`src/include/pums_pkg.sv`:
```
// Purpose: Shared constants and types for the power-up mode sequencer
// Assumes: Single 250 MHz clock, synchronous active-high reset
// Notes:   Times are kept in their printed unit; cycle counts derive from the clock rate
package pums_pkg;

  // ==========================================================================
  // Timing
  // ==========================================================================
  localparam int unsigned CLK_MHZ         = 250;
  localparam int unsigned HOLD_MS         = 50;
  localparam int unsigned HOLD_CYCLES     = HOLD_MS * 1000 * CLK_MHZ;
  localparam int unsigned INIT_CYCLES_DEF = 16;
  localparam int unsigned CFG_WORDS_DEF   = 64;

  // ==========================================================================
  // Widths, depths and pin drive values
  // ==========================================================================
  localparam int unsigned CFG_W       = 8;
  localparam int unsigned BUF_DEPTH   = 2;
  localparam logic        UNUSED_HIGH = 1'b0;

  // ==========================================================================
  // Types
  // ==========================================================================
  typedef enum logic [1:0] {
    PUMS_MODE_INSTANT,
    PUMS_MODE_DELAYED,
    PUMS_MODE_EMULATE
  } pums_mode_e;

  typedef enum logic [2:0] {
    PUMS_ST_POR,
    PUMS_ST_HOLD,
    PUMS_ST_RECEIVE,
    PUMS_ST_INIT,
    PUMS_ST_READY
  } pums_state_e;

  // Open-drain pin drive: oe high pulls the line low
  typedef struct packed {
    logic o;
    logic oe;
  } pums_od_s;

  typedef struct packed {
    logic [CFG_W-1:0] data;
  } pums_cfg_s;

endpackage : pums_pkg

```
`src/rtl/pums_skid_buf.sv`:
```
// Purpose: Two-entry buffer with valid/ready on both sides
// Assumes: Single clock, synchronous reset
// Notes:   Storage registered; ready drops only when both entries hold words
`timescale 1ns/1ps
module pums_skid_buf #(
  parameter int unsigned WIDTH = 8,
  parameter int unsigned DEPTH = 2
) (
  input  wire logic             clk_i,
  input  wire logic             srst_i,
  input  wire logic             in_valid_i,
  output logic                  in_ready_o,
  input  wire logic [WIDTH-1:0] in_data_i,
  output logic                  out_valid_o,
  input  wire logic             out_ready_i,
  output logic      [WIDTH-1:0] out_data_o
);

  logic [WIDTH-1:0] mem [DEPTH];
  logic [$clog2(DEPTH):0] count;
  logic [$clog2(DEPTH)-1:0] wr_ptr;
  logic [$clog2(DEPTH)-1:0] rd_ptr;
  logic push;
  logic pop;

  assign in_ready_o  = (count != DEPTH[$clog2(DEPTH):0]);
  assign out_valid_o = (count != '0);
  assign out_data_o  = mem[rd_ptr];
  assign push        = in_valid_i && in_ready_o;
  assign pop         = out_valid_o && out_ready_i;

  always_ff @(posedge clk_i) begin
    if (push) begin
      mem[wr_ptr] <= in_data_i;
    end
  end

  always_ff @(posedge clk_i) begin
    if (srst_i) begin
      count  <= '0;
      wr_ptr <= '0;
      rd_ptr <= '0;
    end else begin
      if (push) begin
        wr_ptr <= (wr_ptr == $clog2(DEPTH)'(DEPTH - 1)) ? '0 : wr_ptr + 1'b1;
      end
      if (pop) begin
        rd_ptr <= (rd_ptr == $clog2(DEPTH)'(DEPTH - 1)) ? '0 : rd_ptr + 1'b1;
      end
      count <= count + {{$clog2(DEPTH){1'b0}}, push} - {{$clog2(DEPTH){1'b0}}, pop};
    end
  end

endmodule : pums_skid_buf

```
`src/rtl/pums_sequencer.sv`:
```
// Purpose: Power-up readiness sequencer with instant, delayed and emulation modes
// Assumes: srst_i is the power-on reset; inputs synchronous to clk_i
// Notes:   Bitstream content is counted, not interpreted
`timescale 1ns/1ps
module pums_sequencer
  import pums_pkg::*;
#(
  parameter pums_mode_e  MODE          = PUMS_MODE_INSTANT,
  parameter bit          HAS_EMULATION = 1'b1,
  parameter bit          USE_INIT_PIN  = 1'b1,
  parameter logic        UNUSED_DRIVE  = UNUSED_HIGH,
  parameter int unsigned HOLD_COUNT    = HOLD_CYCLES,
  parameter int unsigned INIT_COUNT    = INIT_CYCLES_DEF,
  parameter int unsigned CFG_WORDS     = CFG_WORDS_DEF
) (
  input  wire logic                clk_i,
  input  wire logic                srst_i,
  input  wire logic                cfg_valid_i,
  output logic                     cfg_ready_o,
  input  wire pums_pkg::pums_cfg_s cfg_word_i,
  output pums_pkg::pums_od_s       config_complete_line_o,
  output pums_pkg::pums_od_s       init_complete_line_o,
  output logic                     user_reset_o,
  output logic                     user_ready_o,
  output logic                     cfg_error_o,
  output logic                     unused_pin_o,
  output logic                     unused_pin_oe_o
);
  import pums_pkg::*;

  // ==========================================================================
  // Mode capture
  // ==========================================================================
  pums_mode_e  mode;
  pums_state_e state;
  logic [31:0] hold_cnt;
  logic [31:0] init_cnt;
  logic [31:0] word_cnt;
  logic        buf_valid;
  logic        buf_ready;
  pums_cfg_s   buf_word;
  logic        in_ready;

  // Latched while reset is high only, so a build choice cannot shift mid-run
  always_ff @(posedge clk_i) begin
    if (srst_i) begin
      // Variants without emulation that are built for emulate mode fall back to instant mode
      if (MODE == PUMS_MODE_EMULATE && !HAS_EMULATION) begin
        mode <= PUMS_MODE_INSTANT;
      end else begin
        mode <= MODE;
      end
    end
  end

  // ==========================================================================
  // Bitstream buffer
  // ==========================================================================
  pums_skid_buf #(
    .WIDTH (CFG_W),
    .DEPTH (BUF_DEPTH)
  ) u_buf (
    .clk_i       (clk_i),
    .srst_i      (srst_i),
    .in_valid_i  (cfg_valid_i && state == PUMS_ST_RECEIVE),
    .in_ready_o  (in_ready),
    .in_data_i   (cfg_word_i.data),
    .out_valid_o (buf_valid),
    .out_ready_i (buf_ready),
    .out_data_o  (buf_word.data)
  );

  // Words drain one per cycle while receiving; flushed otherwise
  assign buf_ready = 1'b1;

  // ==========================================================================
  // Sequencer
  // ==========================================================================
  always_ff @(posedge clk_i) begin
    if (srst_i) begin
      state    <= PUMS_ST_POR;
      hold_cnt <= '0;
      init_cnt <= '0;
      word_cnt <= '0;
    end else begin
      unique case (state)
        PUMS_ST_POR: begin
          // Readiness modes need no data from outside
          unique case (mode)
            PUMS_MODE_DELAYED: state <= PUMS_ST_HOLD;
            PUMS_MODE_EMULATE: state <= PUMS_ST_RECEIVE;
            default:           state <= PUMS_ST_READY;
          endcase
        end
        PUMS_ST_HOLD: begin
          if (hold_cnt == HOLD_COUNT - 1) begin
            state <= PUMS_ST_READY;
          end else begin
            hold_cnt <= hold_cnt + 32'h1;
          end
        end
        PUMS_ST_RECEIVE: begin
          if (buf_valid) begin
            if (word_cnt == CFG_WORDS - 1) begin
              state <= PUMS_ST_INIT;
            end
            word_cnt <= word_cnt + 32'h1;
          end
        end
        PUMS_ST_INIT: begin
          if (init_cnt == INIT_COUNT - 1) begin
            state <= PUMS_ST_READY;
          end else begin
            init_cnt <= init_cnt + 32'h1;
          end
        end
        PUMS_ST_READY: state <= PUMS_ST_READY;
      endcase
    end
  end

  // ==========================================================================
  // Pins
  // ==========================================================================
  // Reset keeps every driver off; the completion line is held low afterwards
  // only in the power-on phase of non-instant modes and in the hold and receive phases
  always_ff @(posedge clk_i) begin
    if (srst_i) begin
      config_complete_line_o <= '{o: 1'b0, oe: 1'b0};
      init_complete_line_o   <= '{o: 1'b0, oe: 1'b0};
      unused_pin_o           <= 1'b0;
      unused_pin_oe_o        <= 1'b0;
    end else begin
      config_complete_line_o.o  <= 1'b0;
      config_complete_line_o.oe <= (state == PUMS_ST_HOLD && hold_cnt != HOLD_COUNT - 1)
                                   || (state == PUMS_ST_RECEIVE)
                                   || (state == PUMS_ST_POR && mode != PUMS_MODE_INSTANT);
      init_complete_line_o.o    <= 1'b0;
      init_complete_line_o.oe   <= USE_INIT_PIN && mode == PUMS_MODE_EMULATE
                                   && state != PUMS_ST_READY;
      // Tristated pin reads as ground through the board; driven pin goes high
      unused_pin_o              <= UNUSED_DRIVE;
      unused_pin_oe_o           <= UNUSED_DRIVE;
    end
  end

  // ==========================================================================
  // User-side status
  // ==========================================================================
  always_ff @(posedge clk_i) begin
    if (srst_i) begin
      user_reset_o <= 1'b1;
      user_ready_o <= 1'b0;
      cfg_error_o  <= 1'b0;
      cfg_ready_o  <= 1'b0;
    end else begin
      user_reset_o <= (state != PUMS_ST_READY);
      user_ready_o <= (state == PUMS_ST_READY);
      cfg_ready_o  <= in_ready && (state == PUMS_ST_POR ? mode == PUMS_MODE_EMULATE
                                                        : state == PUMS_ST_RECEIVE);
      // Words offered outside the receive and power-on phases are dropped and flagged
      if (cfg_valid_i && state != PUMS_ST_RECEIVE && state != PUMS_ST_POR) begin
        cfg_error_o <= 1'b1;
      end
    end
  end

endmodule : pums_sequencer

```
`config.mk`:
```
export PLATFORM = sky130hd
export DESIGN_NAME = pums_sequencer
export DESIGN_NICKNAME = d
export VERILOG_FILES = /design/src/include/pums_pkg.sv /design/src/rtl/pums_skid_buf.sv /design/src/rtl/pums_sequencer.sv
export SDC_FILE = /design/constraint.sdc
export NUM_CORES = 1
export LEC_CHECK = 0
export ABC_AREA = 0
export BUFFER_PORTS_ARGS = -buffer_cell sky130_fd_sc_hd__clkbuf_2
export CORE_AREA = 2 2 39 41
export DETAILED_ROUTE_END_ITERATION = 12
export DIE_AREA = 0 0 41 43
export GPL_ROUTABILITY_DRIVEN = 0
export PLACE_DENSITY = 0.44
export SYNTH_ARGS = -nofsm -noshare
export SYNTH_HDL_FRONTEND = slang
export SYNTH_HIERARCHICAL = 1
export SYNTH_SLANG_ARGS = --single-unit
```
`constraint.sdc`:
```
create_clock -name clk_i -period 0.8 [get_ports clk_i]
set_input_delay 0.16 -clock clk_i [delete_from_list [all_inputs] [get_ports clk_i]]
set_output_delay 0.16 -clock clk_i [all_outputs]
set_load 0.1 [all_outputs]
```
# Yosys cells after proc, flatten, opt, wreduce, memory -nomap -nowiden
# Cells that the tools add are included.
# classes
muxes,6
reduce_logical,15
add_sub_neg,5
eq_ne,15
n_bitwise,2
# ops
cell,n
32-bit by 1-bit adder with 32-bit output (second input constant),3
32-bit by 24-bit equality test with 1-bit output (second input constant),1
32-bit by 4-bit equality test with 1-bit output (second input constant),1
32-bit by 6-bit equality test with 1-bit output (second input constant),1
32-bit by 24-bit inequality test with 1-bit output (second input constant),1
3-bit two-way mux,4
3-bit case mux with 4 select lines,1
2-bit inequality test (second input constant),4
3-bit by 2-bit equality test with 1-bit output (second input constant),2
1-bit logical AND,6
2-bit AND reduction,3
4-bit AND reduction,1
3-bit by 1-bit equality test with 1-bit output (second input constant),1
3-bit equality test (second input constant),1
3-bit logical NOT,1
3-bit by 2-bit inequality test with 1-bit output (second input constant),1
3-bit inequality test (second input constant),1
3-bit nonzero test,1
2-bit by 1-bit adder with 2-bit output,1
2-bit by 1-bit inequality test with 1-bit output (second input constant),1
1-bit inverter,2
2-bit nonzero test,1
2-bit OR reduction,1
2-bit by 1-bit subtractor with 2-bit output,1
other kinds (2),2
# word_totals
output_inout_bits,10
ff_bits,107

# Logic depth before layout (Yosys ltp)
# logic_depth
ltp_word,5
ltp_mapped,2
depth_no_buf,2

# Worst setup path before layout
# OpenSTA, ideal clock, no wires.
# synth_timing
kind,register -> register
start,"reg, netlist name cfg_error_o"
end,reg cfg_error_o
t_arrival_ns,1.098
setup_ns,0.067
synth_period_minus_slack_ns,1.165
setup_slack_ns,-0.365
required_time_ns,0.733
stages_incl_launch_ff,3
cell_sequence,dfxtp_1 > a21oi_1 > nor2_1
# synth_lines
element,line_no,text
"end signal, assigned",pums_sequencer.sv:154,cfg_error_o <= 1'b0;
"end signal, assigned",pums_sequencer.sv:163,cfg_error_o <= 1'b1;
"end, declared",pums_sequencer.sv:25,"output logic cfg_error_o,"

# Worst setup path after layout
# layout_timing
start,reg cfg_error_o
end,out cfg_error_o
# No word-level cell between the ends.

==> results.tsv <==
stage	metric	value	unit
floorplanning	die_w	41	um
clock_tree	postCtsSetupRepairBufs	0	
sta	setup-tns-final	-0.271	ns
yosys	synth_top_family_by_area	buffers and inverters	
sta	hold_viol	0	
sta	post-route-min-period	0.906	ns
global_routing	globalRouteOverflowTotal	0	
global_routing	grt_start_max_net_pins	4	
floorplanning	dieHeight	43	um
critical_path	crit_family	flip-flops	
yosys	yosysUniqueCellTypes	8	
yosys	synth-seq-cells	4	
critical_path	cp-start-kind	flip-flop	
critical_path	slowest_delay	0.34	ns
critical_path	path_depth	1	
yosys	syn_area_per_cell	9.11	um2
critical_path	crit_fanout	2	
power_and_ir_drop	power_switching_share	0.412	
route	routed_via_density	2.30	
cells_and_area	fin_nets	37	
route	drt_wl_total	174	um
clock_tree	clock_sinks	4	
critical_path	cp_cell_sequence	buf_12	
clock_tree	cts_buffers	3	
floorplanning	io_pins	21	
critical_path	critPathRequiredTime	0.64	ns
sta	fin_skew	0.00216	ns
min_path	hold_class	input pin to flip-flop	
clock_tree	cts_tree	built	
critical_path	cpMaxStageDelayCell	dfxtp_2	
sta	maxSlewViolCount	0	
route	ant_nets	0	
cells_and_area	fin_util	0.177	
yosys	yosys.area_share.simple	0.0611	
power_and_ir_drop	p_switching	0.295	mW
clock_tree	ctsLongestPathBuffers	2	
critical_path	reg2regPathDepth	2	
sta	rsz0062_at_grt	yes	
yosys	synthAdderAreaFrac	0	
route	wl_per_cell	4.35	um
power_and_ir_drop	p_int	0.421	mW
power_and_ir_drop	power_frac_clock	0.333	
clock_tree	cts-root-buf	clkbuf_4	
critical_path	end_kind	output port	
cells_and_area	fin_cells	40	
floorplanning	dieArea	1760	um2
power_and_ir_drop	power_density	2920	nW/um2
flow_run	timing.max_cap.violations	0	
cells_and_area	area_growth	49.6	%
floorplanning	start_util	0.118	
route	vias	92	
route	drt-pass1-iter-count	1	
place	port_buffers	5	
route	drc	0	
clock_tree	cts_resized	0	
clock_tree	h-tree-depth	1	
outcome	violations	negative setup slack	
yosys	yosys_warnings	6	
yosys	netlist_area	164	um2
cells_and_area	drive_gt1_frac	0.458	
min_path	holdPathStages	2	
global_routing	grt_usage	0.0322	
cells_and_area	fill_cells	145	
route	drt-initial-drc-count	0	
sta	setup_slack	-0.106	ns
yosys	muxShareOfSynthArea	0	
power_and_ir_drop	total_leakage_power	0.120	nW
place	dp_cells	37	
global_routing	grt_pass1_vias	83	
sta	finalSetupViolations	3	
floorplanning	core_region_area	1380	um2
power_and_ir_drop	vdd_drop_max	0.931	mV
power_and_ir_drop	power_frac_comb	0.356	
global_routing	grt_pass1_wl	282	um
critical_path	arrival	0.75	ns
cells_and_area	num_antenna_cells	0	
yosys	synth_compound_area_frac	0.0305	
outcome	status	complete, but fails checks	
sta	max_freq	1.10	GHz
cells_and_area	layout_commonest_cell	conb_1	
global_routing	antenna_found_initial	0	
sta	finalCritPeriodShare	1.13	
power_and_ir_drop	p_seq_frac	0.311	
yosys	synthCells	18	
floorplanning	num_rows	14	
cells_and_area	mostFrequentLayoutCells	conb_1, dfxtp_2, clkbuf_4, buf_12	
critical_path	path_buf_inv	1	
yosys	seq_area_frac_synth	0.489	
critical_path	worstSetupPathType	flip-flop to output port	
clock_tree	path_clk_slew	0.04	ns
yosys	synthXorXnorAreaFrac	0	
clock_tree	insertion_delay	0.23	ns
## power groups by stage
stage               Clock (mW)  Sequential, mW  Combinational (mW)
global route             0.272           0.224               0.261
detailed placement           0           0.226               0.255
global placement             0           0.226               0.255
finish                   0.239           0.223               0.255
floorplan                    0           0.285               0.178
CTS                      0.255           0.223               0.255
## worst paths after layout
kind | from | endpoint | slack, ns
worst min-delay path | srst_i | state[2]$_SDFFE_PP0P_ | 0.10
worst min register to register | state[2]$_SDFFE_PP0P_ | user_ready_o$_SDFF_PP0_ | 0.48
worst max-delay path | cfg_error_o$_SDFFE_PP0P_ | cfg_error_o | -0.11
worst max register to register | state[2]$_SDFFE_PP0P_ | user_reset_o$_SDFF_PP1_ | 0.17
## synthesized netlist by cell type (all sizes together)
cell   number  area, um2
buf         8       57.6
nor2        1       3.75
a21oi       1       5.00
dfxtp       4       80.1
inv         2       7.51
nor2b       1       6.26
conb        1       3.75
## state kept, by name (all words and copies together) (netlist names)
register	count
state	1
cfg_error_o	1
user_reset_o	1
user_ready_o	1
## cells by family (layout without fill, tap and decap cells)
| group | count (synthesis) | in the layout |
|---|---|---|
| buf+inv | 10 | 10 |
| flops | 4 | 4 |
| simple gates | 2 | 2 |
| other cells | 1 | 7 |
| compound gates | 1 | 1 |
## layout make-up
type,instances,area (um2),area share
Clock buffer,3,22.5,0.0918
Inverter,2,7.51,0.0306
Multi-Input combinational cell,10,41.3,0.168
Sequential cell,4,83.8,0.342
Tap cell,16,20.0,0.0816
Timing Repair Buffer,5,70.1,0.286
## metal layers
metal | GRT usage | part of all wire
met5 | 0 | 0
met3 | 0.0628 | 0.21
met1 | 0.0291 | 0.44
met2 | 0.0250 | 0.34
met4 | 0.0200 | 0
## timing repair
| action | in CTS | in global routing |
|---|---|---|
| gates cloned | 0 | 0 |
| hold buffers | 0 | 0 |
| setup endpoints to repair | 3 | 3 |
| endpoints found under the hold margin | 0 | 0 |
## metrics by stage
step	area (um2)	setup WS, ns	hold slack, ns	power, mW
2_1_floorplan	190	-0.0645	0.236	0.463
3_3_place_gp	223	0.138	0.336	0.481
3_5_place_dp	223	0.137	0.338	0.481
4_1_cts	245	-0.119	0.0937	0.733
5_1_grt	245	-0.137	0.121	0.757
6_report	245	-0.106	0.103	0.716
No activity file was read; power rests on OpenSTA's default activity.
